`config.mk`:
```
export PLATFORM = sky130hd
export DESIGN_NAME = pcs_coding
export DESIGN_NICKNAME = d
export VERILOG_FILES = /design/src/core/pcs_pkg.sv /design/src/core/pcs_descram.sv /design/src/core/pcs_coding.sv
export SDC_FILE = /design/constraint.sdc
export NUM_CORES = 1
export LEC_CHECK = 0
export ABC_AREA = 1
export BUFFER_PORTS_ARGS = -buffer_cell sky130_fd_sc_hd__buf_2
export CORE_MARGIN = 3
export CORE_UTILIZATION = 35
export CTS_BUF_LIST = sky130_fd_sc_hd__clkbuf_16
export DETAILED_ROUTE_END_ITERATION = 8
export GPL_ROUTABILITY_DRIVEN = 1
export PLACE_DENSITY = 0.48
export REMOVE_ABC_BUFFERS = 1
export SYNTH_ARGS = -nofsm -noshare
export SYNTH_HDL_FRONTEND = slang
export SYNTH_SLANG_ARGS = --single-unit
```
`constraint.sdc`:
```
create_clock -name clk -period 3.14 [get_ports clk]
set_input_delay 0.471 -clock clk [delete_from_list [all_inputs] [get_ports clk]]
set_output_delay 0.471 -clock clk [all_outputs]
set_load 0.05 [all_outputs]
```
`src/core/pcs_pkg.sv`:
```
/*
  shared constants, code-group values, state types and the 4b/5b tables of the
  100 Mbps coding datapath.
  assumes nothing of its surroundings; imported whole by every design file.
*/
package pcs_pkg;

  // ****************************************
  // widths and counts
  // ****************************************
  localparam int unsigned SYM_W = 5;       // bits in one code-group
  localparam int unsigned NIB_W = 4;       // bits in one mac nibble
  localparam int unsigned SCR_W = 11;      // scrambler register length
  localparam int unsigned SCR_TAP_HI = 10; // feedback taps of the key polynomial
  localparam int unsigned SCR_TAP_LO = 8;
  localparam int unsigned LOCK_BITS = 88;  // idle ones needed for descrambler lock
  localparam int unsigned RUN_W = 7;       // width of the idle run counter
  localparam logic [2:0] BIT_LAST = 3'h4;  // last bit slot of a code-group
  localparam logic [2:0] ZERO_RUN = 3'h0;  // three zeros in a row, compared as a field
  localparam logic [SCR_W-1:0] SCR_SEED = 11'h7ff; // any nonzero start value

  // ****************************************
  // code-groups
  // ****************************************
  localparam logic [4:0] CG_I = 5'h1f; // inter-frame idle
  localparam logic [4:0] CG_J = 5'h18; // first start delimiter half
  localparam logic [4:0] CG_K = 5'h11; // second start delimiter half
  localparam logic [4:0] CG_T = 5'h0d; // first end delimiter half
  localparam logic [4:0] CG_R = 5'h07; // second end delimiter half
  localparam logic [4:0] CG_H = 5'h04; // halt, marks a transmit error
  localparam logic [4:0] CG_P = 5'h00; // low-power idle
  localparam logic [3:0] NIB_LPI = 4'h1;  // nibble that goes with low-power idle
  localparam logic [3:0] NIB_ZERO = 4'h0;

  // mlt-3 phase positions where a line side is driven
  localparam logic [1:0] MLT_POS = 2'h1;
  localparam logic [1:0] MLT_NEG = 2'h3;

  typedef enum logic [1:0] {
    TX_IDLE = 2'b00,
    TX_SEND_K = 2'b01,
    TX_DATA = 2'b10,
    TX_SEND_R = 2'b11
  } tx_state_t;

  typedef enum logic [1:0] {
    RX_HUNT = 2'b00,
    RX_CHK_K = 2'b01,
    RX_PKT = 2'b10
  } rx_state_t;

  // ****************************************
  // 4b to 5b data table
  // ****************************************
  function automatic logic [4:0] enc_nib(input logic [3:0] nib);
    logic [4:0] cg;
    cg = 5'h1e;
    case (nib)
      4'h0: cg = 5'h1e;
      4'h1: cg = 5'h09;
      4'h2: cg = 5'h14;
      4'h3: cg = 5'h15;
      4'h4: cg = 5'h0a;
      4'h5: cg = 5'h0b;
      4'h6: cg = 5'h0e;
      4'h7: cg = 5'h0f;
      4'h8: cg = 5'h12;
      4'h9: cg = 5'h13;
      4'ha: cg = 5'h16;
      4'hb: cg = 5'h17;
      4'hc: cg = 5'h1a;
      4'hd: cg = 5'h1b;
      4'he: cg = 5'h1c;
      default: cg = 5'h1d;
    endcase
    return cg;
  endfunction

  // reverse table; bit 4 of the result flags a data code-group
  function automatic logic [4:0] dec_cg(input logic [4:0] cg);
    logic [4:0] r;
    r = 5'h00;
    for (int i = 0; i < 16; i++) begin
      if (enc_nib(4'(i)) == cg) begin
        r = {1'b1, 4'(i)};
      end
    end
    return r;
  endfunction

endpackage

```
`src/core/pcs_descram.sv`:
```
/*
  receive descrambler with idle-based lock and forced unlock.
  assumes one received nrz bit per clock and a lock-drop pulse from the
  alignment logic in the coding top.
*/
`timescale 1ns/1ps

module pcs_descram
  import pcs_pkg::*;
(
  input logic clk,
  input logic rst_sync_b,
  input logic bypass,
  input logic sd,
  input logic drop,
  output logic ud,
  output logic locked
);

  // ****************************************
  // key generator and run counter
  // ****************************************
  logic [SCR_W-1:0] lfsr_r; // local copy of the far scrambler
  logic [RUN_W-1:0] run_r;  // consecutive ones seen while hunting
  logic locked_r;
  wire key = lfsr_r[SCR_TAP_HI] ^ lfsr_r[SCR_TAP_LO];
  wire ud_raw = sd ^ key;
  // while hunting, assume idle: the key bit must be the inverted line bit
  wire fb = locked_r ? key : ~sd;
  wire run_done = (run_r == RUN_W'(LOCK_BITS - 1)) && ud_raw;

  assign ud = bypass ? sd : ud_raw;        // fibre skips the descrambler
  assign locked = bypass | locked_r;

  // shift every bit; lock after a full run of descrambled ones
  always_ff @(posedge clk or negedge rst_sync_b) begin
    if (!rst_sync_b) begin
      lfsr_r <= SCR_SEED;
      run_r <= '0;
      locked_r <= 1'b0;
    end else begin
      lfsr_r <= {lfsr_r[SCR_W-2:0], fb};
      if (drop || bypass) begin            // forced unlock restarts the hunt
        locked_r <= 1'b0;
        run_r <= '0;
      end else if (!locked_r) begin
        run_r <= ud_raw ? run_r + 1'b1 : '0;
        locked_r <= run_done;
      end
    end
  end
endmodule

```
`src/core/pcs_coding.sv`:
```
/*
  100 Mbps coding datapath: 4b/5b with delimiters, scrambler, nrzi and mlt-3
  split on transmit; nrzi decode, descramble, align and 5b/4b on receive.
  assumes clk is the symbol clock (one line bit per cycle) and that the mac
  drives its transmit nibble from logic on clk, sampled on nib_stb.
*/
`timescale 1ns/1ps

// How it works
// each nibble maps to its data code-group
// first two preamble nibbles become J K
// transmit enable low appends T then R
// idle code-groups fill the gap between frames
// low-power idle flagged with error, no enable
// control code-groups inside data raise receive error
// any undefined code-group raises receive error
// 11-bit closed-loop key xored with serial bits
// receiver regenerates the key and xors it
// lock after 88 descrambled ones
// three stray zeros before J drop lock
// symbol after J not K drops lock
// transmit stream always nrzi encoded, no bypass
// nrzi ones split over two alternating streams
// nibbles become a serial bit per clock
// scrambler can be bypassed
// fibre skips scrambler and mlt-3 stage
// copper mode gives mlt-3 output only; tx_ser still carries the nrzi stream in copper mode
// receive decodes, aligns, monitors link, flags bad start
// transmit sequence follows standard transmit machine
// fibre receive skips descrambler
module pcs_coding
  import pcs_pkg::*;
(
  input logic clk,
  input logic rst_b,
  input logic fiber_mode,
  input logic scr_bypass,
  input logic tx_en,
  input logic tx_er,
  input logic [NIB_W-1:0] txd,
  output logic nib_stb,
  output logic tx_ser,
  output logic mlt_p,
  output logic mlt_n,
  input logic rx_line,
  output logic rx_nib_stb,
  output logic rx_dv,
  output logic rx_er,
  output logic [NIB_W-1:0] rxd,
  output logic rx_locked
);

  // ****************************************
  // reset release and pin synchronisers
  // ****************************************
  logic rst_meta_r;     // first stage of the reset release
  logic rst_sync_b;     // released reset used everywhere else
  logic [2:0] pin_meta_r; // first stage, read only by pin_sync_r
  logic [2:0] pin_sync_r; // {rx_line, scr_bypass, fiber_mode} in clk domain

  // reset asserts at once and releases two edges later
  always_ff @(posedge clk or negedge rst_b) begin
    if (!rst_b) begin
      rst_meta_r <= 1'b0;
      rst_sync_b <= 1'b0;
    end else begin
      rst_meta_r <= 1'b1;
      rst_sync_b <= rst_meta_r;
    end
  end

  // straps and the line input come from outside the clock domain
  always_ff @(posedge clk or negedge rst_sync_b) begin
    if (!rst_sync_b) begin
      pin_meta_r <= '0;
      pin_sync_r <= '0;
    end else begin
      pin_meta_r <= {rx_line, scr_bypass, fiber_mode};
      pin_sync_r <= pin_meta_r;
    end
  end

  wire fiber_s = pin_sync_r[0];
  wire bypass_s = pin_sync_r[1];
  wire rx_s = pin_sync_r[2];

  // ****************************************
  // transmit: nibble pacing and code-group machine
  // ****************************************
  logic [2:0] tx_cnt_r;       // bit slot inside the code-group on the wire
  logic [SYM_W-1:0] tx_sh_r;  // code-group being shifted out, msb first
  tx_state_t tx_st_r;
  tx_state_t tx_st_nxt;
  logic [SYM_W-1:0] cg_nxt;   // code-group loaded at the next boundary

  // one nibble per five line bits; the mac presents txd while this is high
  assign nib_stb = (tx_cnt_r == BIT_LAST);

  // next code-group and state, evaluated at each boundary
  always_comb begin
    tx_st_nxt = tx_st_r;
    cg_nxt = CG_I;                          // idle unless told otherwise
    unique case (tx_st_r)
      TX_IDLE: begin
        if (tx_en) begin
          cg_nxt = CG_J;                    // first preamble nibble
          tx_st_nxt = TX_SEND_K;
        end else if (tx_er && txd == NIB_LPI) begin
          cg_nxt = CG_P;                    // low-power idle request
        end
      end
      TX_SEND_K: begin
        cg_nxt = CG_K;                      // second preamble nibble
        tx_st_nxt = TX_DATA;
      end
      TX_DATA: begin
        if (!tx_en) begin
          cg_nxt = CG_T;                    // end of frame
          tx_st_nxt = TX_SEND_R;
        end else if (tx_er) begin
          cg_nxt = CG_H;                    // mac flagged an error
        end else begin
          cg_nxt = enc_nib(txd);
        end
      end
      TX_SEND_R: begin
        cg_nxt = CG_R;
        tx_st_nxt = TX_IDLE;
      end
    endcase
  end

  // load at the boundary, otherwise shift one bit per clock
  always_ff @(posedge clk or negedge rst_sync_b) begin
    if (!rst_sync_b) begin
      tx_cnt_r <= '0;
      tx_sh_r <= CG_I;
      tx_st_r <= TX_IDLE;
    end else if (nib_stb) begin
      tx_cnt_r <= '0;
      tx_sh_r <= cg_nxt;
      tx_st_r <= tx_st_nxt;
    end else begin
      tx_cnt_r <= tx_cnt_r + 1'b1;
      tx_sh_r <= {tx_sh_r[SYM_W-2:0], 1'b1};
    end
  end

  // ****************************************
  // transmit: scrambler, nrzi and mlt-3 split
  // ****************************************
  logic [SCR_W-1:0] scr_r;  // free-running key register
  logic nrzi_r;             // line level of the nrzi stream
  logic [1:0] mlt_ph_r;     // position in the 0,+,0,- cycle
  logic mlt_p_r;
  logic mlt_n_r;
  wire scr_key = scr_r[SCR_TAP_HI] ^ scr_r[SCR_TAP_LO];
  // fibre and the bypass both pass code-groups through unscrambled
  wire scr_skip = bypass_s | fiber_s;
  wire scr_bit = tx_sh_r[SYM_W-1] ^ (scr_key & ~scr_skip);
  wire [1:0] mlt_ph_nxt = mlt_ph_r + {1'b0, scr_bit};

  // the key runs even when bypassed so re-enabling needs no reseed
  always_ff @(posedge clk or negedge rst_sync_b) begin
    if (!rst_sync_b) begin
      scr_r <= SCR_SEED;
      nrzi_r <= 1'b0;
    end else begin
      scr_r <= {scr_r[SCR_W-2:0], scr_key};
      nrzi_r <= nrzi_r ^ scr_bit;           // every one toggles the line
    end
  end

  // each nrzi transition steps the mlt-3 phase; the two sides alternate
  always_ff @(posedge clk or negedge rst_sync_b) begin
    if (!rst_sync_b) begin
      mlt_ph_r <= '0;
      mlt_p_r <= 1'b0;
      mlt_n_r <= 1'b0;
    end else begin
      mlt_ph_r <= mlt_ph_nxt;
      mlt_p_r <= !fiber_s && mlt_ph_nxt == MLT_POS;
      mlt_n_r <= !fiber_s && mlt_ph_nxt == MLT_NEG;
    end
  end

  assign tx_ser = nrzi_r;
  assign mlt_p = mlt_p_r;
  assign mlt_n = mlt_n_r;

  // ****************************************
  // receive: nrzi decode and descrambler
  // ****************************************
  logic rx_prev_r;          // previous line level
  logic ud;                 // descrambled bit
  logic lock_drop;          // request to abandon lock
  wire nrz = rx_s ^ rx_prev_r; // a transition is a one

  always_ff @(posedge clk or negedge rst_sync_b) begin
    if (!rst_sync_b) begin
      rx_prev_r <= 1'b0;
    end else begin
      rx_prev_r <= rx_s;
    end
  end

  pcs_descram u_descram (
    .clk(clk),
    .rst_sync_b(rst_sync_b),
    .bypass(fiber_s),
    .sd(nrz),
    .drop(lock_drop),
    .ud(ud),
    .locked(rx_locked)
  );

  // ****************************************
  // receive: alignment and start-delimiter check
  // ****************************************
  logic [SYM_W-1:0] hist_r; // last five descrambled bits, newest in bit 0
  logic [2:0] rx_cnt_r;     // bit slot once aligned
  rx_state_t rx_st_r;
  rx_state_t rx_st_nxt;
  logic sym_stb;            // a full aligned code-group sits in hist_r
  wire [4:0] dec_w = dec_cg(hist_r);
  wire is_ctl = hist_r == CG_I || hist_r == CG_J || hist_r == CG_K ||
                hist_r == CG_T || hist_r == CG_R;
  wire slot_end = (rx_cnt_r == BIT_LAST);

  // hunt for J, prove K, then cut code-groups every five bits
  always_comb begin
    rx_st_nxt = rx_st_r;
    lock_drop = 1'b0;
    sym_stb = 1'b0;
    unique case (rx_st_r)
      RX_HUNT: begin
        if (rx_locked && hist_r == CG_J) begin
          rx_st_nxt = RX_CHK_K;
        end else if (rx_locked && hist_r[2:0] == ZERO_RUN) begin
          lock_drop = 1'b1;                 // zeros that are not J
        end
      end
      RX_CHK_K: begin
        if (slot_end && hist_r == CG_K) begin
          rx_st_nxt = RX_PKT;
        end else if (slot_end) begin
          lock_drop = 1'b1;                 // bad start delimiter
          rx_st_nxt = RX_HUNT;
        end
      end
      RX_PKT: begin
        sym_stb = slot_end;
        // end delimiter, idle or low-power idle close the frame
        if (slot_end && (hist_r == CG_T || hist_r == CG_I || hist_r == CG_P)) begin
          rx_st_nxt = RX_HUNT;
        end
      end
      default: rx_st_nxt = RX_HUNT;
    endcase
    if (!rx_locked) begin
      rx_st_nxt = RX_HUNT;                  // link integrity lost
    end
  end

  always_ff @(posedge clk or negedge rst_sync_b) begin
    if (!rst_sync_b) begin
      hist_r <= CG_I;
      rx_cnt_r <= '0;
      rx_st_r <= RX_HUNT;
    end else begin
      hist_r <= {hist_r[SYM_W-2:0], ud};
      rx_cnt_r <= (rx_st_r == RX_HUNT || slot_end) ? 3'h0 : rx_cnt_r + 1'b1;
      rx_st_r <= rx_st_nxt;
    end
  end

  // ****************************************
  // receive: 5b/4b decode to mac outputs
  // ****************************************
  logic rx_dv_r;
  logic rx_er_r;
  logic [NIB_W-1:0] rxd_r;
  logic rx_stb_r;

  // outputs change at each aligned code-group; valid and error clear once out of frame
  always_ff @(posedge clk or negedge rst_sync_b) begin
    if (!rst_sync_b) begin
      rx_dv_r <= 1'b0;
      rx_er_r <= 1'b0;
      rxd_r <= NIB_ZERO;
      rx_stb_r <= 1'b0;
    end else begin
      rx_stb_r <= sym_stb;
      if (sym_stb && hist_r == CG_T) begin
        rx_dv_r <= 1'b0;
        rx_er_r <= 1'b0;
        rxd_r <= NIB_ZERO;
      end else if (sym_stb && hist_r == CG_P) begin
        rx_dv_r <= 1'b0;
        rx_er_r <= 1'b1;
        rxd_r <= NIB_LPI;
      end else if (sym_stb) begin
        rx_dv_r <= 1'b1;
        rx_er_r <= !dec_w[NIB_W] || is_ctl;
        rxd_r <= dec_w[NIB_W-1:0];
      end else if (rx_st_r != RX_PKT) begin
        rx_dv_r <= 1'b0;
        rx_er_r <= 1'b0;
      end
    end
  end

  assign rx_dv = rx_dv_r;
  assign rx_er = rx_er_r;
  assign rxd = rxd_r;
  assign rx_nib_stb = rx_stb_r;
endmodule

```
==> results by group <==
Route
  – Drt first pass iters: 4
  – WL final: 5.309 mm
  – Avg WL per Cell: 11.67 um
  – Vias per inst: 4.604
  – Detailed Route Iter0 Violations: 39
  – Vias: 2095
  – Drt drc: 0
  – Final ANT Viol Nets: 0

Min path
  – Min-delay src: scr_bypass
  – Hold WC Path Type: primary input to flop

CTS
  – H-tree levels: 3
  – TritonCTS clock tree: done
  – Root Buffer Master: clkbuf_16
  – CTS max path bufs: 2
  – Post-CTS sizing: 0
  – CTS buffer count: 9
  – Clk pin slew, worst setup/hold paths: 60 ps
  – TritonCTS Sinks: 71
  – Worst skew pair latency: 320 ps

Synthesis
  – Post-synth EDFFs: 0
  – Top cell types by occurrence after synthesis: nand2_1 (49), dfrtp_1 (39), inv_1 (34), nand3_1 (34), nor2_1 (33)
  – Synth area leader: dfrtp_1
  – Synth top area cells: dfrtp_1 (31%), dfstp_2 (27%), nand2_1 (5.9%)
  – Syn avg cell area: 9.906 sq um
  – Fraction of registers with async set/reset: 1.000
  – Most common cell in the netlist: nand2_1
  – Yosys warns: 0
  – Seq cells post-synth: 71
  – Yosys cell types: 34
  – Main flop type after synthesis: dfrtp_1
  – Synthesized cell area: 3110 sq um
  – Yosys top cell area share: 0.3138
  – Sequential-to-total area share from yosys stat: 0.5841
  – Cells after Synth: 314

Timing
  – FMAX: 491.3 MHz
  – RSZ-0062 raised after global routing: false
  – Final worst slack: 1105 ps
  – Max-slew headroom: 0.5310
  – Post-route clock period utilization: 0.6482
  – Minimum clock period: 2035 ps
  – Final hold vios: 0
  – Least-Margin Pin Slew: 703.4 ps
  – Max-slew violations: 0
  – # setup viols final: 0
  – Final setup skew: 6.617 ps
  – Final TNS setup: 0 ps

Global route
  – Final global-route overflow total: 0
  – Initial antenna violation count: 0
  – Vias in the first global route: 2016
  – First-pass GRT wire length: 9.363 mm
  – Pin count of the biggest net entering global routing: 39
  – Total Routing Usage GR: 0.1182

Pwr
  – Worst VDD drop: 0.0003144 V
  – Power per Cell Area: 710.6 nW/um^2
  – P_leak: 1.732 nW

Placement
  – Post-Place Worst Slack: 1403 ps
  – DP Area: 3343 sq um
  – Hpwl dp: 3.807 mm
  – # port buffers: 22
  – Placer Congestion: 0.8614

Final layout
  – P&R area growth vs syn: 18.18%
  – Ant diodes: 0
  – Design area: 3676 sq um
  – Filler cells: 805
  – Layout cells sized above 1: 0.2543
  – Layout Nets: 365

Floorplan
  – Die footprint: 10050 sq um
  – Row count: 33
  – Die Span Y: 100.3 um
  – Io pins: 23
  – Die width: 100.3 um
  – Initial core utilization: 0.3693
  – Core area: 8423 sq um

Worst setup path
  – Crit path launch type: flop
  – RR Endpoint: mlt_p
  – FF-to-FF setup slack: 1390 ps
  – Cell family with most CP delay: buffers and inverters
  – Setup CP Type: flop to output port
  – Crit path largest cell delay: 390 ps
  – Most Frequent Cell on Critical Path: inv_1
  – Crit path cell chain: inv_1, ha_1, nand2_1, inv_1, buf_2
  – CP max FO: 11
  – CP Capture Point: nib_stb
  – Crit. End Element: output port
  – Worst path slowest cell: dfrtp_1
  – Crit path depth: 5
  – Data required time of the worst path: 2670 ps
  – Worst Reg-to-Reg Cells: 7
  – Worst r2r src: scr_r[10]
  – Worst Path Buf+Inv: 3
  – Critical Path AT: 1560 ps
  – Critical Path Source: tx_cnt_r[0]

Run
  – Maxcap violations: 0

Run status
  – Status: completed
state kept, by name, indices dropped and copies added, names as in the netlist:
name and count:
mlt_n 1, u_descram.lfsr_r 11, rx_nib_stb 1, pin_meta_r 3, rst_sync_b 1, mlt_p 1
tx_cnt_r 3, rx_st_r 2, scr_r 11, pin_sync_r 3, hist_r 5, rx_dv 1
tx_ser 1, rst_meta_r 1, mlt_ph_r 2, rxd 4, u_descram.run_r 7, u_descram.locked_r 1
rx_cnt_r 3, tx_sh_r 5, rx_prev_r 1, tx_st_r 2, rx_er 1
report_power, final:
| part | switching [mW] | total [mW] | internal, mW |
|---|---|---|---|
| Sequential | 0.0709 | 1.11 | 1.04 |
| Combinational | 0.294 | 0.433 | 0.139 |
| Clock | 0.373 | 1.07 | 0.697 |
metrics by stage:
step	hold slack, ps	utilization	instances	power [mW]
after floorplan	175.4	-	310	1.449
after global placement	257.7	0.3969	438	1.564
after detailed placement	260.1	0.3969	438	1.561
after CTS	239.4	0.4364	455	2.665
after global routing	237.0	0.4364	455	2.780
final	255.1	0.4364	455	2.612
repair_timing:
| item | CTS | global route |
|---|---|---|
| hold buffers | 1 | 0 |
| hold endpoints to repair | 2 | 0 |
| buffers inserted | 0 | 0 |
cells in the final DEF (no fill, tap or decap), types with 2 or more instances in the layout:
master,n
nand2_1,49
dfrtp_1,38
inv_1,35
nand3_1,34
nor2_1,33
dfstp_2,32
buf_2,22
o21ai_0,17
a21oi_1,10
ha_1,9
clkbuf_16,9
xnor2_1,7
xor2_1,6
nor3_1,6
nand4_1,4
inv_2,4
nand3_2,4
o22ai_1,3
inv_4,2
nand2_4,2
nand3_4,2
nor3b_1,2
clkinv_4,2
bufinv_16,2
metal layers:
metal,wire (um),up-vias,GRT usage
met5,0,-,0
li1,-,1084,-
met2,2328,28,0.1707
met3,200,8,0.04170
met4,99,0,0.05285
met1,2679,975,0.1594
worst min path at each step:
stage | end | slack (ps) | cells past startpoint
after floorplan | rst_meta_r | 180 | 0
after global placement | rst_meta_r | 260 | 1
after detailed placement | rst_meta_r | 260 | 1
after CTS | pin_meta_r[2] | 240 | 1
after global routing | pin_meta_r[1] | 240 | 1
final | pin_meta_r[1] | 260 | 1
logic make-up (layout without fill, tap and decap cells):
kind of cell | Yosys count | after routing | share of synthesized area
flops | 71 | 71 | 0.5841
xor+xnor | 13 | 13 | 0.03661
fa+ha+maj | 9 | 9 | 0.03620
compound gates | 34 | 34 | 0.05954
buf+inv | 44 | 80 | 0.05953
other cells | 1 | 1 | 0.001206
simple gates | 142 | 142 | 0.2228
layout make-up:
class / count / area [sq um] / share of cell area
Sequential cell: 71 / 1818 / 0.4946
Tap cell: 105 / 131.4 / 0.03574
Multi-Input combinational cell: 199 / 1109 / 0.3016
Timing Repair Buffer: 24 / 140.1 / 0.03812
Clock buffer: 9 / 225.2 / 0.06127
Inverter: 40 / 155.1 / 0.04221
Clock inverter: 7 / 97.59 / 0.02655
(Power assumes the default switching activity.)
